## src/hdl/zlek_pkg.sv

```systemverilog
package zlek_pkg;

   // ---------------------------------------------------------------
   // lock and policy byte values
   // ---------------------------------------------------------------
   localparam logic [7:0] LOCK_OPEN     = 8'h55; // unlocked marker
   localparam logic [7:0] LOCK_SHUT     = 8'h00; // written by lock command
   localparam logic [7:0] POL_READONLY  = 8'hAA; // locked read-only policy
   localparam logic [7:0] POL_CONSUME   = 8'h55; // one-way fuse policy
   localparam logic [7:0] POL_LEGACY    = 8'h00; // legacy fuse policy
   localparam logic [7:0] POL_RESET     = 8'hAA; // policy byte after reset

   // ---------------------------------------------------------------
   // configuration zone byte addresses
   // ---------------------------------------------------------------
   localparam logic [6:0] CFG_DATA_LOCK  = 7'h56; // byte 86
   localparam logic [6:0] CFG_CFG_LOCK   = 7'h57; // byte 87
   localparam logic [6:0] CFG_POLICY     = 7'h11; // byte 17
   localparam logic [6:0] CFG_FIXED_LAST = 7'h0C; // bytes 0..12 never written

   // ---------------------------------------------------------------
   // one-time-programmable zone
   // ---------------------------------------------------------------
   localparam int          OTP_WORDS    = 16;
   localparam logic [31:0] OTP_RESET    = 32'hFFFFFFFF; // as delivered
   localparam logic [3:0]  LEGACY_LAST  = 4'h1;         // words 0..1 hidden

   // ---------------------------------------------------------------
   // register port map and fields
   // ---------------------------------------------------------------
   localparam logic [7:0] REG_CFG_LOCK  = 8'h00;
   localparam logic [7:0] REG_DATA_LOCK = 8'h04;
   localparam logic [7:0] REG_POLICY    = 8'h08;
   localparam logic [7:0] REG_STATUS    = 8'h0C;
   localparam logic [7:0] REG_LOCK_CMD  = 8'h10;
   localparam logic [7:0] REG_FIXED     = 8'h14;
   localparam int         LOCKCMD_CFG   = 0;
   localparam int         LOCKCMD_DATA  = 1;
   localparam int         ST_VALID      = 0;
   localparam int         ST_ORIGIN     = 1;
   localparam int         ST_SOURCE     = 2;
   localparam int         ST_RESTR      = 3;
   localparam int         ST_SLOT       = 4;
   // value is arbitrary
   localparam logic [31:0] FIXED_ID     = 32'h0000A5C3;

   // ---------------------------------------------------------------
   // invalidating event inputs, by index
   // ---------------------------------------------------------------
   localparam int EV_SLEEP  = 0;
   localparam int EV_BROWN  = 1;
   localparam int EV_WDOG   = 2;
   localparam int EV_TAMPER = 3;

   typedef enum logic [1:0] {ZONE_CFG, ZONE_OTP, ZONE_DATA} zlek_zone_t;
   typedef enum logic [1:0] {CMD_NONCE, CMD_DIGEST, CMD_MACV, CMD_OTHER} zlek_cmd_t;

endpackage

```

## src/hdl/zlek.sv

```systemverilog
// How it works
// - legacy policy: OTP words 0 and 1 unreadable, other fourteen readable
// - legacy policy: only 4-byte OTP reads; 32-byte read returns error
// - legacy policy: every OTP write refused
// - sixteen 32-bit OTP words at 4n, all ones when delivered
// - config lock at byte 87, data/OTP lock at byte 86
// - lock bytes change only by lock command, never unlock again
// - config unlocked: any data or OTP access errors
// - config unlocked iff byte is 0x55; reads always, writes only unlocked
// - fixed config bytes never writable
// - data unlocked: reads refused, writes allowed; locked: slot config decides
// - sleep or power loss wipes ephemeral key contents
// - ephemeral key never readable by host
// - key holds 256 bits, 4-bit slot, four single flags
// - source flag 0 internal random, 1 host seed only
// - origin flag 1 means slot index meaningful
// - restricted flag set when digest used a verify-only key
// - valid cleared on power-up, sleep, brown-out, watchdog, tamper
// - other commands clear valid; CRC error leaves it alone
// - MAC-verify clears valid unless it copied into the key
// - failed seed or digest command clears valid
// - seed and digest results overwrite each other
// - key feeds crypto engines and encrypted reads and writes
// - data unlocked: OTP writable, never readable
// - locked read-only policy: OTP writes error, contents unchanged
// - consumption policy: stored word becomes old AND written
//
// Design decisions made here: the register offsets and the address-and-strobe port.
module zlek (
   input  logic                    clk,           // 250 MHz core clock
   input  logic                    reset,         // async, active high
   input  logic [7:0]              reg_addr,      // register byte address
   input  logic [31:0]             reg_wdata,     // register write data
   input  logic                    reg_wr,        // register write strobe
   input  logic                    reg_rd,        // register read strobe
   output logic [31:0]             reg_rdata,     // read data, next cycle
   input  logic                    acc_req,       // zone access request
   input  zlek_pkg::zlek_zone_t    acc_zone,      // target zone
   input  logic                    acc_write,     // 1 write, 0 read
   input  logic                    acc_len32,     // 32-byte access
   input  logic [6:0]              acc_addr,      // cfg byte or OTP word
   input  logic [31:0]             acc_wdata,     // write word
   output logic                    acc_done,      // answer pulse
   output logic                    acc_error,     // access refused
   output logic                    acc_grant,     // data access passed on
   output logic [31:0]             acc_rdata,     // read word
   input  logic                    cmd_done,      // command finished
   input  zlek_pkg::zlek_cmd_t     cmd_kind,      // which command
   input  logic                    cmd_ok,        // finished without error
   input  logic                    cmd_crc_err,   // link CRC failure
   input  logic                    cmd_copy,      // verify copied a key
   input  logic [255:0]            cmd_key,       // new key value
   input  logic [3:0]              cmd_slot,      // slot used by digest
   input  logic                    cmd_input_only,// no internal random
   input  logic                    cmd_from_slot, // digest used a slot
   input  logic                    cmd_restricted,// verify-only key used
   input  logic                    sleep_evt,     // sleep entry, async
   input  logic                    brownout_evt,  // brown-out, async
   input  logic                    watchdog_evt,  // watchdog, async
   input  logic                    tamper_evt,    // tamper, async
   output logic [255:0]            ek_key,        // to crypto engines
   output logic [3:0]              ek_slot,       // key slot index
   output logic                    ek_source,     // randomness source
   output logic                    ek_origin,     // digest origin
   output logic                    ek_restricted, // verify restricted
   output logic                    ek_valid       // key valid
);

   // ---------------------------------------------------------------
   // state
   // ---------------------------------------------------------------
   typedef struct packed {
      logic [7:0]         cfg_lock;
      logic [7:0]         data_lock;
      logic [7:0]         policy;
      logic [15:0][31:0]  otp;
      logic [3:0]         sync_a;
      logic [3:0]         sync_b;
      logic [31:0]        rdata;
      logic               done;
      logic               error;
      logic               grant;
      logic [31:0]        ardata;
      logic [255:0]       key;
      logic [3:0]         slot;
      logic               source;
      logic               origin;
      logic               restr;
      logic               valid;
   } zlek_state_t;

   zlek_state_t s;
   zlek_state_t next_s;
   logic        refuse;
   logic [3:0]  word;

   // ---------------------------------------------------------------
   // access policy
   // ---------------------------------------------------------------
   // pure decode so the verdict exists before anything is stored
   function automatic logic zlek_refused(
      input zlek_pkg::zlek_zone_t zone,
      input logic                 wr,
      input logic                 len32,
      input logic [6:0]           addr,
      input logic [7:0]           cfg_lock,
      input logic [7:0]           data_lock,
      input logic [7:0]           policy);
      logic cfg_open;
      logic data_open;
      logic r;
      cfg_open  = (cfg_lock == zlek_pkg::LOCK_OPEN);
      data_open = (data_lock == zlek_pkg::LOCK_OPEN);
      r = 1'b1;
      case (zone)
         zlek_pkg::ZONE_CFG: begin
            // fixed bytes and the lock bytes never take a write
            r = wr && (!cfg_open || addr <= zlek_pkg::CFG_FIXED_LAST
                       || addr == zlek_pkg::CFG_CFG_LOCK
                       || addr == zlek_pkg::CFG_DATA_LOCK);
         end
         zlek_pkg::ZONE_DATA: begin
            r = cfg_open || (data_open && !wr);
         end
         zlek_pkg::ZONE_OTP: begin
            if (cfg_open) begin
               r = 1'b1;
            end else if (data_open) begin
               r = !wr;
            end else begin
               case (policy)
                  zlek_pkg::POL_LEGACY: begin
                     // hidden low words, short reads only, no writes
                     r = wr || len32
                         || addr[3:0] <= zlek_pkg::LEGACY_LAST;
                  end
                  zlek_pkg::POL_CONSUME: begin
                     r = 1'b0;
                  end
                  default: begin
                     r = wr;
                  end
               endcase
            end
         end
         default: begin
            r = 1'b1;
         end
      endcase
      return r;
   endfunction

   // config zone read view; other bytes live outside this block
   function automatic logic [7:0] zlek_cfg_byte(
      input logic [6:0] addr,
      input logic [7:0] cfg_lock,
      input logic [7:0] data_lock,
      input logic [7:0] policy);
      logic [7:0] b;
      b = 8'h00;
      case (addr)
         zlek_pkg::CFG_CFG_LOCK:  b = cfg_lock;
         zlek_pkg::CFG_DATA_LOCK: b = data_lock;
         zlek_pkg::CFG_POLICY:    b = policy;
         default:                 b = 8'h00;
      endcase
      return b;
   endfunction

   assign word   = acc_addr[3:0];
   assign refuse = zlek_refused(acc_zone, acc_write, acc_len32, acc_addr,
                                s.cfg_lock, s.data_lock, s.policy);

   // ---------------------------------------------------------------
   // next state
   // ---------------------------------------------------------------
   always_comb begin
      next_s = s;
      // event pins pass two flops before anything looks at them
      next_s.sync_a = {tamper_evt, watchdog_evt, brownout_evt, sleep_evt};
      next_s.sync_b = s.sync_a;

      // zone access: verdict first, store only when accepted
      next_s.done   = acc_req;
      next_s.error  = acc_req && refuse;
      next_s.grant  = 1'b0;
      next_s.ardata = 32'h00000000;
      if (acc_req && !refuse) begin
         case (acc_zone)
            zlek_pkg::ZONE_CFG: begin
               if (!acc_write) begin
                  next_s.ardata = {24'h000000, zlek_cfg_byte(acc_addr,
                                   s.cfg_lock, s.data_lock, s.policy)};
               end else if (acc_addr == zlek_pkg::CFG_POLICY) begin
                  next_s.policy = acc_wdata[7:0];
               end
            end
            zlek_pkg::ZONE_OTP: begin
               if (!acc_write) begin
                  next_s.ardata = s.otp[word];
               end else if (s.data_lock == zlek_pkg::LOCK_OPEN) begin
                  next_s.otp[word] = acc_wdata;
               end else begin
                  // fuses: bits only fall from one to zero
                  next_s.otp[word] = s.otp[word] & acc_wdata;
               end
            end
            zlek_pkg::ZONE_DATA: begin
               next_s.grant = 1'b1;
            end
            default: begin
               next_s.grant = 1'b0;
            end
         endcase
      end

      // register port reads; the key itself has no read path
      next_s.rdata = 32'h00000000;
      if (reg_rd) begin
         case (reg_addr)
            zlek_pkg::REG_CFG_LOCK:  next_s.rdata = {24'h000000, s.cfg_lock};
            zlek_pkg::REG_DATA_LOCK: next_s.rdata = {24'h000000, s.data_lock};
            zlek_pkg::REG_POLICY:    next_s.rdata = {24'h000000, s.policy};
            zlek_pkg::REG_FIXED:     next_s.rdata = zlek_pkg::FIXED_ID;
            zlek_pkg::REG_STATUS: begin
               next_s.rdata[zlek_pkg::ST_VALID]  = s.valid;
               next_s.rdata[zlek_pkg::ST_ORIGIN] = s.origin;
               next_s.rdata[zlek_pkg::ST_SOURCE] = s.source;
               next_s.rdata[zlek_pkg::ST_RESTR]  = s.restr;
               next_s.rdata[zlek_pkg::ST_SLOT+:4] = s.slot;
            end
            default: next_s.rdata = 32'h00000000;
         endcase
      end

      // register writes: policy while config open, lock command
      if (reg_wr) begin
         case (reg_addr)
            zlek_pkg::REG_POLICY: begin
               if (s.cfg_lock == zlek_pkg::LOCK_OPEN) begin
                  next_s.policy = reg_wdata[7:0];
               end
            end
            zlek_pkg::REG_LOCK_CMD: begin
               // one-way: lock command only ever writes the shut value
               if (reg_wdata[zlek_pkg::LOCKCMD_CFG]) begin
                  next_s.cfg_lock = zlek_pkg::LOCK_SHUT;
               end
               if (reg_wdata[zlek_pkg::LOCKCMD_DATA] &&
                   s.cfg_lock != zlek_pkg::LOCK_OPEN) begin
                  next_s.data_lock = zlek_pkg::LOCK_SHUT;
               end
            end
            default: begin
               next_s.policy = next_s.policy;
            end
         endcase
      end

      // ephemeral key update at command end
      if (cmd_done && !cmd_crc_err) begin
         case (cmd_kind)
            zlek_pkg::CMD_NONCE: begin
               if (cmd_ok) begin
                  next_s.key    = cmd_key;
                  next_s.source = cmd_input_only;
                  next_s.origin = 1'b0;
                  next_s.restr  = 1'b0;
                  next_s.slot   = 4'h0;
                  next_s.valid  = 1'b1;
               end else begin
                  next_s.valid  = 1'b0;
               end
            end
            zlek_pkg::CMD_DIGEST: begin
               if (cmd_ok) begin
                  next_s.key    = cmd_key;
                  next_s.origin = cmd_from_slot;
                  next_s.slot   = cmd_slot;
                  next_s.restr  = cmd_restricted;
                  next_s.valid  = 1'b1;
               end else begin
                  next_s.valid  = 1'b0;
               end
            end
            zlek_pkg::CMD_MACV: begin
               if (cmd_ok && cmd_copy) begin
                  next_s.key    = cmd_key;
                  next_s.valid  = 1'b1;
               end else begin
                  next_s.valid  = 1'b0;
               end
            end
            default: begin
               next_s.valid = 1'b0;
            end
         endcase
      end

      // invalidating events win over any load in the same cycle
      if (|s.sync_b) begin
         next_s.valid = 1'b0;
      end
      if (s.sync_b[zlek_pkg::EV_SLEEP] || s.sync_b[zlek_pkg::EV_BROWN]) begin
         next_s.key    = '0;
         next_s.slot   = 4'h0;
         next_s.source = 1'b0;
         next_s.origin = 1'b0;
         next_s.restr  = 1'b0;
      end
   end

   // ---------------------------------------------------------------
   // registers
   // ---------------------------------------------------------------
   // power-up is the reset: key wiped, invalid, OTP as delivered
   always_ff @(posedge clk or posedge reset) begin
      if (reset) begin
         s           <= '0;
         s.cfg_lock  <= zlek_pkg::LOCK_OPEN;
         s.data_lock <= zlek_pkg::LOCK_OPEN;
         s.policy    <= zlek_pkg::POL_RESET;
         s.otp       <= {zlek_pkg::OTP_WORDS{zlek_pkg::OTP_RESET}};
      end else begin
         s <= next_s;
      end
   end

   // outputs straight from the state flops
   assign reg_rdata     = s.rdata;
   assign acc_done      = s.done;
   assign acc_error     = s.error;
   assign acc_grant     = s.grant;
   assign acc_rdata     = s.ardata;
   assign ek_key        = s.key;
   assign ek_slot       = s.slot;
   assign ek_source     = s.source;
   assign ek_origin     = s.origin;
   assign ek_restricted = s.restr;
   assign ek_valid      = s.valid;

   logic legacy_on;
   assign legacy_on = s.cfg_lock != zlek_pkg::LOCK_OPEN &&
                      s.data_lock != zlek_pkg::LOCK_OPEN &&
                      s.policy == zlek_pkg::POL_LEGACY;
endmodule

```

## config.mk

```make
export PLATFORM = sky130hd
export DESIGN_NAME = zlek
export DESIGN_NICKNAME = d
export VERILOG_FILES = /design/src/hdl/zlek_pkg.sv /design/src/hdl/zlek.sv
export SDC_FILE = /design/constraint.sdc
export NUM_CORES = 2
export LEC_CHECK = 0
export BUFFER_PORTS_ARGS = -buffer_cell sky130_fd_sc_hd__buf_4
export CORE_ASPECT_RATIO = 0.5
export CORE_MARGIN = 2
export CORE_UTILIZATION = 35
export DETAILED_ROUTE_END_ITERATION = 12
export HOLD_SLACK_MARGIN = 0.06
export PLACE_DENSITY = 0.54
export SLEW_MARGIN = 0
export SYNTH_ARGS = -nofsm -noshare
export SYNTH_HDL_FRONTEND = slang
export SYNTH_SLANG_ARGS = --single-unit
export TNS_END_PERCENT = 30
```

## constraint.sdc

```tcl
create_clock -name clk -period 44.8 [get_ports clk]
set_clock_uncertainty 0.2 [all_clocks]
set_input_delay 4.48 -clock clk [delete_from_list [all_inputs] [get_ports clk]]
set_output_delay 4.48 -clock clk [all_outputs]
set_load 0.01 [all_outputs]
```

==> results by group <==
Job
  • Max_cap viols: 0

Yosys
  • Number of warning messages in the yosys log: 0
  • Post-synthesis sequential area ratio: between 50 and 60%
  • Post-synth ARST share: between 90% and 100%
  • Avg Cell Area, Syn: around 10 µm²
  • Gate count after technology mapping: a little under 4000
  • Library cells used by synthesis: 54
  • Area share of the largest cell type after synthesis: about a third
  • Synth area leader: dfstp_2
  • Syn Std Cell Area: between 30000 and 40000 µm²
  • Synth top area cells: dfstp_2 (34%), dfrtp_1 (20%), nand2_1 (9.0%), buf_4 (6.1%), mux4_2 (5.4%)
  • Main flop type after synthesis: dfstp_2
  • Seq cells post-synth: ~840
  • EDFF count, synth: 0

Detailed routing
  • Detailed-route DRC error count: 0
  • TritonRoute pass-1 iters: 6
  • Routed Antenna Nets: 0
  • Vias per inst: a little over 5
  • Final WL: about 120000 µm
  • Vias: 29100
  • First DRT Iteration DRCs: ~2300
  • DR WL/cell: roughly 22 µm

Clocking
  • Number of H-tree branching levels: 3
  • Clock root buffer: clkbuf_16
  • Hold_buf cts: 0
  • Clock Latency Late Sink: ~700 ps
  • Post-CTS Setup Inserts: 0
  • Clk buf depth: 3
  • Num CTS Buffers: between 80 and 90
  • Post_cts resized: 0
  • Clock sink count: between 800 and 900
  • CTS tree: built
  • Worst-path clk slew: about 60 ps

Floorplanning
  • Die area: between 100000 and 150000 µm²
  • Die width: slightly below 500 µm
  • Die H: between 200 and 250 µm
  • Initial Util: 35.3%
  • Core Box Area: roughly 110000 µm²
  • FP Rows: between 80 and 90
  • IO Count: a little under 700

Power
  • P_sw: ~430 µW
  • Internal power: about 1.3 mW
  • Clock network power share: roughly 42%
  • Seq pwr share: 49.0%
  • Power Density: ~37 nW/µm²
  • Peak VDD IR: 0.0295 mV
  • Switching Share: roughly 25%
  • Logic pwr share: ~9.0%
  • Leak: between 15 and 20 nW

Worst setup path
  • Worst Path Max Fanout: 50
  • Type of the worst setup path: in2reg
  • CP startpoint kind: primary input
  • Worst R2R Start: s[856]$_DFF_PP1_
  • R2R Setup Slk: slightly above 40000 ps
  • Arrival time worst endpoint: approximately 8000 ps
  • Crit path capture type: flop
  • CP required: 45190 ps
  • Worst Setup SP: acc_addr[1]
  • Number of cells on the worst reg-to-reg path: 6

Hold path
  • Worst hold path depth: 0
  • Hold path endpoint: s[334]$_DFF_PP0_
  • Hold path start: next_s[334]$_DFF_PP0_
  • Hold crit path type: reg2reg

Finish
  • Share of cells above drive strength 1: around 37%
  • Area Overhead vs Synth: 16.7%
  • Commonest non-fill, non-tap cell in the layout: nand2_1
  • Layout fillers: ~11000
  • N_diodes: 0
  • Net count, final: 4492
  • Commonest non-fill, non-tap cells in the layout: nand2_1 (951), buf_4 (700), dfstp_2 (518)

Timing
  • Pins over their slew limit: 0
  • Final period util: between 10% and 20%
  • Slew @ Worst Pin: roughly 1300 ps
  • Minimum clock period: about 7600 ps
  • Worst slew margin: about a tenth
  • Final setup fails: 0
  • Fmax: 131 MHz
  • Final Hold Vio Count: 0
  • Final setup margin: 37170 ps
  • RSZ-0062 raised after global routing: no
  • Final setup TNS: 0 ps

Place
  • Global placement routability congestion: 0.882
  • Post-DP HPWL: approximately 76000 µm
  • Placement Setup Slack: roughly 36000 ps
  • I/O Buffers: approximately 650

Global routing
  • Largest net degree at the start of global routing: 197
  • Vias in the first global route: just under 30000
  • Initial antenna violation count: 2
  • Overflow after GRT: 0
  • Tot GR Track Use: about a fifth
  • First-pass GRT wire length: about 190000 µm

Outcome
  • Run status: complete, no violations
logic make-up after synthesis:
kind of cell	after synthesis	synth area share, %
and+or+nand+nor	1143	11.7
AOI/OAI and AO/OA	849	11.8
DFF	838	54.2
buffers and inverters	751	10.3
muxes	352	12.0
other	1	0.00940
how the worst max path moves through the flow:
stage	end	slack [ps]
after global routing	ek_key[10]$_DFFE_PP0P_	36710
after floorplan	acc_done$_DFF_PP0_	17430
final	flop	37170
after detailed placement	ek_key[10]$_DFFE_PP0P_	36360
after CTS	ek_key[10]$_DFFE_PP0P_	37100
after global placement	ek_key[10]$_DFFE_PP0P_	36380
power by group through the flow:
stage	logic, mW	clock network (mW)	registers, mW
floorplan	0.101	0	0.838
global placement	0.151	0	0.843
detailed placement	0.154	0	0.845
CTS	0.154	0.736	0.833
global route	0.170	0.770	0.837
finish	0.153	0.716	0.833
worst max-delay path, stage by stage:
cell	delay, ps
clkbuf_8	440
buf_4	660
buf_4	770
mux4_2	600
mux2i_1	270
a211o_1	490
o21ai_0	180
stage by stage:
stage / hold WS [ps] / util [%] / total power, mW / std cells / area (µm²)
final: 149 / 41.2 / 1.70 / 5707 / 46500
after global routing: 159 / 41.2 / 1.78 / 5707 / 46500
after CTS: 154 / 41.2 / 1.72 / 5706 / 46500
after detailed placement: 136 / 38.8 / 0.999 / 5558 / 43800
after global placement: 135 / 38.8 / 0.993 / 5558 / 43800
after floorplan: 131 / - / 0.939 / 3953 / 39900
metal layers:
layer  share of wire [%]  up-vias  global-route usage (%)
li1                    -    13300                       -
met5              0.0097        -                       0
met3                 5.1      178                    3.65
met2                  48      815                    34.2
met4                 2.3        2                    5.35
met1                  44    14900                    28.5
cells in the mapped netlist (all sizes together), types with 2 or more instances:
library cell / number
nand2: 951
dfstp: 518
o21ai: 433
buf: 408
dfrtp: 320
a21oi: 305
clkbuf: 205
mux2i: 200
inv: 138
mux4: 96
nor2: 91
mux2: 56
o221ai: 27
a211o: 23
a22oi: 16
nor3: 13
o41ai: 13
nand3: 12
nand4: 12
nor4: 11
nor2b: 10
nand2b: 8
o211ai: 8
or4: 7
a21o: 5
a31oi: 5
or2: 5
a222oi: 4
and2: 4
nand4b: 4
a211oi: 3
and3: 3
nor3b: 3
a2111oi: 2
or3: 2
final cells by class:
class / instances / area, µm² / area share, %
flip-flops and latches: 838 / 21600 / 46.5
inverters: 138 / 526 / 1.13
multi-input cells: 2364 / 14400 / 30.9
well taps: 1513 / 1890 / 4.07
repair buffers: 706 / 5360 / 11.5
clock inverters: 23 / 334 / 0.718
clock buffers: 125 / 2420 / 5.21
No activity file was read; power rests on OpenSTA's default activity.
